[src/verilog/cfg_bank_consts.svh]
// Register map constants for the converter configuration bank
`ifndef CFG_BANK_CONSTS_SVH
`define CFG_BANK_CONSTS_SVH
`define ADDR_HYST        8'h55
`define ADDR_COFS        8'h60
`define ADDR_FOFS        8'h61
`define ADDR_MGAIN       8'h62
`define ADDR_FGAIN       8'h63
`define ADDR_SKEW        8'h64
`define ADDR_CTOFS       8'h70
`define ADDR_STEP        8'h71
`define ADDR_RSVZ        8'h72
`define ADDR_DRVFMT      8'h73
`define ADDR_LOOP        8'h74
`define ADDR_PARITY      8'h75
`define ADDR_PSEL        8'hC0
`define ADDR_RSVT        8'hC1
`define ADDR_P1L         8'hC2
`define ADDR_P1H         8'hC3
`define ADDR_P2L         8'hC4
`define ADDR_P2H         8'hC5
`define RST_HYST         8'h10
`define RST_SEED_MID     8'h80
`define RST_ZERO         8'h00
`define LOOP_RANGE_BIT   0
`define TEST_MODE_MSB    3
`define TEST_MODE_LSB    0
`define DRV_MODE_MSB     7
`define DRV_MODE_LSB     5
`define FMT_MSB          2
`define FMT_LSB          0
`define STEP_BIT         0
`endif

[src/verilog/cfg_bank_pkg.sv]
// Types for the converter configuration bank
`default_nettype none
package cfg_bank_pkg;
  typedef logic [7:0] byte_t;
  typedef logic [7:0] addr_t;
  typedef logic [3:0] test_mode_t;
endpackage
`default_nettype wire

[src/verilog/adc_spi_config_registers.sv]
// Upper configuration register bank reached through the serial port byte interface
`default_nettype none
`include "cfg_bank_consts.svh"

module adc_spi_config_registers #(
  parameter int SEED_W = 8
) (
  input  wire logic                  i_clk_sys,
  input  wire logic                  i_rst_n,
  input  wire logic                  i_clk_en,
  input  wire logic                  i_soft_rst,
  input  wire logic                  i_wr,
  input  wire logic                  i_rd,
  input  wire cfg_bank_pkg::addr_t   i_addr,
  input  wire cfg_bank_pkg::byte_t   i_wdata,
  input  wire logic                  i_parity_bit,
  output var cfg_bank_pkg::byte_t    o_rdata,
  output logic [SEED_W-1:0]          o_coarse_offset_seed,
  output logic [SEED_W-1:0]          o_fine_offset_seed,
  output logic [SEED_W-1:0]          o_medium_gain_seed,
  output logic [SEED_W-1:0]          o_fine_gain_seed,
  output logic [SEED_W-1:0]          o_sample_timing_seed,
  output var cfg_bank_pkg::byte_t    o_ac_power_hysteresis,
  output var cfg_bank_pkg::byte_t    o_core_timing_offset,
  output logic                       o_clock_edge_step,
  output logic [2:0]                 o_drive_mode,
  output logic [2:0]                 o_data_format,
  output logic                       o_loop_range_slow,
  output var cfg_bank_pkg::test_mode_t o_test_mode,
  output logic [15:0]                o_first_pattern,
  output logic [15:0]                o_second_pattern
);
  import cfg_bank_pkg::*;

  ////////////////////////////////////////////////////////////////////////////
  // Storage
  localparam int NREG = 16;
  localparam int I_HYST   = 0;
  localparam int I_COFS   = 1;
  localparam int I_FOFS   = 2;
  localparam int I_MGAIN  = 3;
  localparam int I_FGAIN  = 4;
  localparam int I_SKEW   = 5;
  localparam int I_CTOFS  = 6;
  localparam int I_STEP   = 7;
  localparam int I_DRVFMT = 8;
  localparam int I_LOOP   = 9;
  localparam int I_PSEL   = 10;
  localparam int I_P1L    = 11;
  localparam int I_P1H    = 12;
  localparam int I_P2L    = 13;
  localparam int I_P2H    = 14;
  localparam int I_NONE   = 15;

  byte_t regs_q [NREG];
  byte_t regs_d [NREG];
  byte_t parity_q;
  byte_t parity_d;
  byte_t rdata_q;
  byte_t rdata_d;
  logic  psync1_q;
  logic  psync2_q;

  // Address to storage index
  function automatic int reg_index(input addr_t a);
    unique case (a)
      `ADDR_HYST:   reg_index = I_HYST;
      `ADDR_COFS:   reg_index = I_COFS;
      `ADDR_FOFS:   reg_index = I_FOFS;
      `ADDR_MGAIN:  reg_index = I_MGAIN;
      `ADDR_FGAIN:  reg_index = I_FGAIN;
      `ADDR_SKEW:   reg_index = I_SKEW;
      `ADDR_CTOFS:  reg_index = I_CTOFS;
      `ADDR_STEP:   reg_index = I_STEP;
      `ADDR_DRVFMT: reg_index = I_DRVFMT;
      `ADDR_LOOP:   reg_index = I_LOOP;
      `ADDR_PSEL:   reg_index = I_PSEL;
      `ADDR_P1L:    reg_index = I_P1L;
      `ADDR_P1H:    reg_index = I_P1H;
      `ADDR_P2L:    reg_index = I_P2L;
      `ADDR_P2H:    reg_index = I_P2H;
      default:      reg_index = I_NONE;
    endcase
  endfunction

  // Reset value per index
  function automatic byte_t reset_val(input int i);
    if (i == I_HYST) begin
      reset_val = `RST_HYST;
    end else if (i == I_MGAIN || i == I_SKEW || i == I_CTOFS) begin
      reset_val = `RST_SEED_MID;
    end else begin
      reset_val = `RST_ZERO;
    end
  endfunction

  // Registers kept through soft reset
  function automatic logic soft_keep(input int i);
    soft_keep = (i == I_DRVFMT) || (i == I_LOOP);
  endfunction

  ////////////////////////////////////////////////////////////////////////////
  // Next state
  always_comb begin
    int widx;
    widx = reg_index(i_addr);
    for (int i = 0; i < NREG; i++) begin
      regs_d[i] = regs_q[i];
      if (i_soft_rst && !soft_keep(i)) begin
        regs_d[i] = reset_val(i);
      end else if (i_wr && widx == i && i != I_NONE) begin
        regs_d[i] = i_wdata;
      end
    end
    regs_d[I_NONE] = `RST_ZERO;
    parity_d = {7'h00, psync2_q};
    rdata_d  = rdata_q;
    if (i_rd) begin
      if (i_addr == `ADDR_PARITY) begin
        rdata_d = parity_q;
      end else begin
        rdata_d = regs_q[reg_index(i_addr)];
      end
    end
  end

  always_ff @(posedge i_clk_sys) begin
    if (!i_rst_n) begin
      for (int i = 0; i < NREG; i++) begin
        regs_q[i] <= reset_val(i);
      end
      parity_q <= `RST_ZERO;
      rdata_q  <= `RST_ZERO;
      psync1_q <= 1'b0;
      psync2_q <= 1'b0;
    end else if (i_clk_en) begin
      regs_q   <= regs_d;
      parity_q <= parity_d;
      rdata_q  <= rdata_d;
      psync1_q <= i_parity_bit;
      psync2_q <= psync1_q;
    end
  end

  ////////////////////////////////////////////////////////////////////////////
  // Outputs
  assign o_rdata               = rdata_q;
  assign o_ac_power_hysteresis = regs_q[I_HYST];
  assign o_coarse_offset_seed  = SEED_W'(regs_q[I_COFS]);
  assign o_fine_offset_seed    = SEED_W'(regs_q[I_FOFS]);
  assign o_medium_gain_seed    = SEED_W'(regs_q[I_MGAIN]);
  assign o_fine_gain_seed      = SEED_W'(regs_q[I_FGAIN]);
  assign o_sample_timing_seed  = SEED_W'(regs_q[I_SKEW]);
  assign o_core_timing_offset  = regs_q[I_CTOFS];
  assign o_clock_edge_step     = regs_q[I_STEP][`STEP_BIT];
  assign o_drive_mode          = regs_q[I_DRVFMT][`DRV_MODE_MSB:`DRV_MODE_LSB];
  assign o_data_format         = regs_q[I_DRVFMT][`FMT_MSB:`FMT_LSB];
  assign o_loop_range_slow     = regs_q[I_LOOP][`LOOP_RANGE_BIT];
  assign o_test_mode           = regs_q[I_PSEL][`TEST_MODE_MSB:`TEST_MODE_LSB];
  assign o_first_pattern       = {regs_q[I_P1H], regs_q[I_P1L]};
  assign o_second_pattern      = {regs_q[I_P2H], regs_q[I_P2L]};
endmodule
`default_nettype wire

[config.mk]
export PLATFORM = sky130hd
export DESIGN_NAME = adc_spi_config_registers
export DESIGN_NICKNAME = d
export VERILOG_FILES = /design/src/verilog/cfg_bank_pkg.sv /design/src/verilog/adc_spi_config_registers.sv
export VERILOG_INCLUDE_DIRS = /design/src /design/src/verilog
export SDC_FILE = /design/constraint.sdc
export NUM_CORES = 1
export LEC_CHECK = 0
export BUFFER_PORTS_ARGS = -buffer_cell sky130_fd_sc_hd__buf_2
export CORE_UTILIZATION = 55
export DETAILED_ROUTE_END_ITERATION = 8
export HOLD_SLACK_MARGIN = 0.1
export PLACE_DENSITY = 0.79
export SYNTH_ARGS = -nofsm -noshare
export SYNTH_HDL_FRONTEND = slang
export SYNTH_SLANG_ARGS = --single-unit
[constraint.sdc]
create_clock -name i_clk_sys -period 5.5 [get_ports i_clk_sys]
set_input_delay 0.825 -clock i_clk_sys [delete_from_list [all_inputs] [get_ports i_clk_sys]]
set_output_delay 0.825 -clock i_clk_sys [all_outputs]
set_load 0.01 [all_outputs]
==> out/results.env <==
CLOCK_TREE.ROOT_CELL='sky130_fd_sc_hd__clkbuf_16'
MAX_CAP_VIOL_COUNT=0
SYNTH_NETS=931
GRT_ANTENNA_BEFORE_REPAIR=0
IOS=131
POSTCTSSETUPREPAIRBUFS=0
POST-SYNTH-TOP-AREA-CELL='sky130_fd_sc_hd__dfxtp_1'
FINALCRITPERIODSHARE_PCT=69.9
SYNTH-WARNING-COUNT=0
INSTANCES_NO_FILL=1073
GLOBALROUTE.TOTALOVERFLOW=0
YS_ASYNC_SR_FRACTION_PCT=0
SYNTH_COMPOUND_AREA_SHARE_PCT=20.0
YOSYS-TOP-CELLS-AREA='sky130_fd_sc_hd__dfxtp_1, sky130_fd_sc_hd__buf_4, sky130_fd_sc_hd__and2_1'
CLOCK_BUFFER_COUNT_FROM_CTS=17
FLOORPLAN.DIE_AREA_UM2=13800
RSZ_0062_RAISED_AFTER_GLOBAL_ROUTING='no'
VIAS_IN_THE_FIRST_GLOBAL_ROUTE=5761
PERIOD_MINUS_SLACK_NS=3.84
HOLD_PATH_CELL_CNT=2
AREA_OF_THE_PLACEABLE_CORE_UM2=12800
RUN_STATUS='completed'
CTS_TREE='built'
CRITICAL_PATH.STARTPOINT_TYPE='input pin'
YOSYS.CELL_COUNT.TOP_TYPE='sky130_fd_sc_hd__dfxtp_1'
MAXSLEWHEADROOM_PCT=17.5
SYNTH.AVG_CELL_AREA_UM2=8.08
CLKLATENCYLATEPIN_NS=0.43
R2R_START='o_test_mode[3]'
YS_DOMINANT_REG_CELL='sky130_fd_sc_hd__dfxtp_1'
SYNTHADDERAREAFRAC_PCT=0
POWER.LEAKAGE_nW=3.27
NUM_ROWS=41
FP.DIEH_UM=117
DRC=0
MAX-VDD-IR-DROP_V=0.000224
DIEWIDTH_UM=117
FINALCLOCKSKEW_NS=0.00805
SYNTH-EDFF-COUNT=0
TIMING.REG2REG.SETUP_SLACK_NS=4.00
YOSYS.AREA_SHARE.XOR_XNOR_PCT=0
DESIGN.FINAL.NETS=912
CTS_REPAIR_RESIZE_COUNT=0
TIMING.FINAL.HOLD_VIOLATIONS=0
POWER-PER-CELL-AREA_nW_PER_UM2=276
TIMING.CRITICAL_PATH.ARRIVAL_NS=4.15
WIRE_LENGTH_OF_THE_FIRST_GLOBAL_ROUTING_PASS_UM=33100
YOSYSUNIQUECELLTYPES=56
HOLD_PATH.CLASS='reg -> reg'
TIMING.SETUP.TNS_NS=0
REQUIRED_NS=5.81
ENDPOINT_KIND='register'
AVGVIACOUNTPERCELL=6.18
CTS-HOLD-FIX-BUFFERS=0
INSERTEDDIODECOUNT=0
COMMONEST_CELLS_IN_THE_NETLIST='sky130_fd_sc_hd__dfxtp_1, sky130_fd_sc_hd__buf_4, sky130_fd_sc_hd__nand3_1'
DR_TOTAL_VIAS=6632
BUFFER_PORTS.INSERTED=130
CRITICAL_PATH.MAX_FANOUT=23
WORST-SLEW-PIN-TRANSITION_NS=1.23
R2R.WORST_PATH.CELLS=4
GRT_USAGE_PCT=31.1
DRT_ITER0_DRC=853
DRV_SLEW=0
FIRST_PASS_ITERS=6
CRITICAL_PATH.REG2REG.ENDPOINT='o_rdata[3]'
HPWL_UM=14400
FINAL_ANTENNA_NET_COUNT=0
FFS_LATCHES_SYNTH=131
FINAL_CORE_UTIL_PCT=60.6
FLOORPLAN.INITIALDENSITY_PCT=57.2
CTSHTREEMAXLEVEL=4
SYNTH_SIMPLE_GATE_AREA_SHARE_PCT=26.2
CTS.SINK_COUNT=131
WL_PER_CELL_UM=20.0
LAYOUT-DRIVE-GT1-SHARE_PCT=19.8
FINALWEIGHTEDCONGESTION=0.940
SETUP-VIOLATIONS-FINAL=0
WIRELENGTH_UM=21500
GRT_MAX_DEGREE=126
CTS_BUFFER_DEPTH=2
HOLD_PATH_STARTPOINT='o_rdata[5]'
PLACED_CELLS_INCL_TAPS=1042
CLOCK.FMAX_MHz=260
SYNTH-SEQ-AREA-SHARE_PCT=35.8
TIMING_WORST_SETUP_PATH_TYPE='in -> reg'
WORST_HOLD_PATH.ENDPOINT='o_rdata[5]'
YOSYSTOPAREACELLSHARE_PCT=35.8
SYNTH.MUX.AREA_FRACTION_PCT=3.00
CLK_TRANSITION_REPORTED_PATHS_NS=0.06
LAYOUT-AREA-OVERHEAD-VS-SYNTH_PCT=5.99
FINALPOWER_mW=2.15
SYN-INSTANCE-COUNT=908
NETLIST_AREA_UM2=7330
SYNTH_TOP_FAMILY_BY_AREA='simple AND/OR/NAND/NOR gates'
==> per-stage QoR <==
| step | setup WS [ns] | hold WS, ns | cell area [µm²] |
|---|---|---|---|
| 6_report | 1.66 | 0.483 | 7770 |
| 5_1_grt | 1.49 | 0.487 | 7770 |
| 4_1_cts | 1.76 | 0.476 | 7770 |
| 3_5_place_dp | 1.35 | 0.469 | 7230 |
| 3_3_place_gp | 1.44 | 0.470 | 7230 |
| 2_1_floorplan | 2.28 | 0.457 | 7330 |
==> registers in the layout, indices dropped and copies added, names as in the netlist, 3 cells and up <==
name                   cells
regs_q                    20
o_first_pattern           16
o_second_pattern          16
o_ac_power_hysteresis      8
o_coarse_offset_seed       8
o_core_timing_offset       8
o_fine_gain_seed           8
o_fine_offset_seed         8
o_medium_gain_seed         8
o_rdata                    8
o_sample_timing_seed       8
o_test_mode                4
o_data_format              3
o_drive_mode               3
==> power by group <==
| group | internal, mW | switching (mW) | total (mW) |
|---|---|---|---|
| combinational | 0.0379 | 0.0931 | 0.131 |
| sequential | 0.951 | 0.00137 | 0.952 |
| clock | 0.640 | 0.424 | 1.06 |
==> worst max-delay path: stages <==
cell and delay (ns):
sky130_fd_sc_hd__buf_2 0.19, sky130_fd_sc_hd__or3_1 0.41, sky130_fd_sc_hd__nand4_1 0.12, sky130_fd_sc_hd__and2_1 0.74, sky130_fd_sc_hd__o21ai_2 0.46, sky130_fd_sc_hd__or4_1 0.79, sky130_fd_sc_hd__and2_1 0.28, sky130_fd_sc_hd__a22oi_1 0.24
sky130_fd_sc_hd__nor2b_1 0.08
==> per-layer routing <==
metal | track usage, % | vias up | wire length (µm)
met4 | 14.3 | 0 | 750
met2 | 44.8 | 421 | 9220
met3 | 6.25 | 65 | 2370
met5 | 0 | - | 0
li1 | - | 3050 | -
met1 | 44.4 | 3096 | 9140
==> worst max-delay path by stage <==
| stage | from | end | slack [ns] | cells after the start |
|---|---|---|---|---|
| floorplan | i_addr[7] | o_medium_gain_seed[6] | 2.28 | 10 |
| global placement | i_addr[4] | o_ac_power_hysteresis[3] | 1.44 | 9 |
| detailed placement | i_addr[4] | o_ac_power_hysteresis[3] | 1.35 | 9 |
| CTS | i_addr[4] | o_first_pattern[13] | 1.76 | 9 |
| global route | i_addr[4] | o_fine_gain_seed[0] | 1.49 | 9 |
| finish | i_addr[4] | o_ac_power_hysteresis[7] | 1.66 | 9 |
==> final cells by class <==
class | instances | area (µm²)
repair buffers | 139 | 718
flip-flops and latches | 131 | 2620
multi-input cells | 587 | 3620
well taps | 172 | 215
clock buffers | 22 | 464
inverters | 13 | 48.8
fillers | 1186 | 5050
clock inverters | 9 | 81.3
==> kinds of logic (layout without fill, tap and decap cells) <==
kind of cell,count (synthesis),in the layout
multiplexers,22,22
flip-flops,131,131
buffers and inverters,190,183
AO/OA/AOI/OAI,226,226
AND/OR/NAND/NOR,339,339
==> cells in the final DEF (no fill, tap or decap), types with 9 or more instances in the layout <==
| cell type | instances |
|---|---|
| sky130_fd_sc_hd__a31oi_1 | 32 |
| sky130_fd_sc_hd__o21ai_1 | 17 |
| sky130_fd_sc_hd__mux2i_1 | 22 |
| sky130_fd_sc_hd__o21ai_0 | 67 |
| sky130_fd_sc_hd__clkbuf_16 | 17 |
| sky130_fd_sc_hd__inv_1 | 13 |
| sky130_fd_sc_hd__dfxtp_1 | 131 |
| sky130_fd_sc_hd__buf_2 | 130 |
| sky130_fd_sc_hd__nor2_1 | 48 |
| sky130_fd_sc_hd__a21oi_1 | 17 |
| sky130_fd_sc_hd__and2_1 | 70 |
| sky130_fd_sc_hd__nand2_1 | 35 |
| sky130_fd_sc_hd__o22ai_1 | 19 |
| sky130_fd_sc_hd__o22a_1 | 11 |
| sky130_fd_sc_hd__nand2b_1 | 11 |
| sky130_fd_sc_hd__nand3_1 | 72 |
| sky130_fd_sc_hd__nor2b_1 | 55 |
| sky130_fd_sc_hd__buf_4 | 9 |
Note: power is estimated with default switching activity, not from simulation.
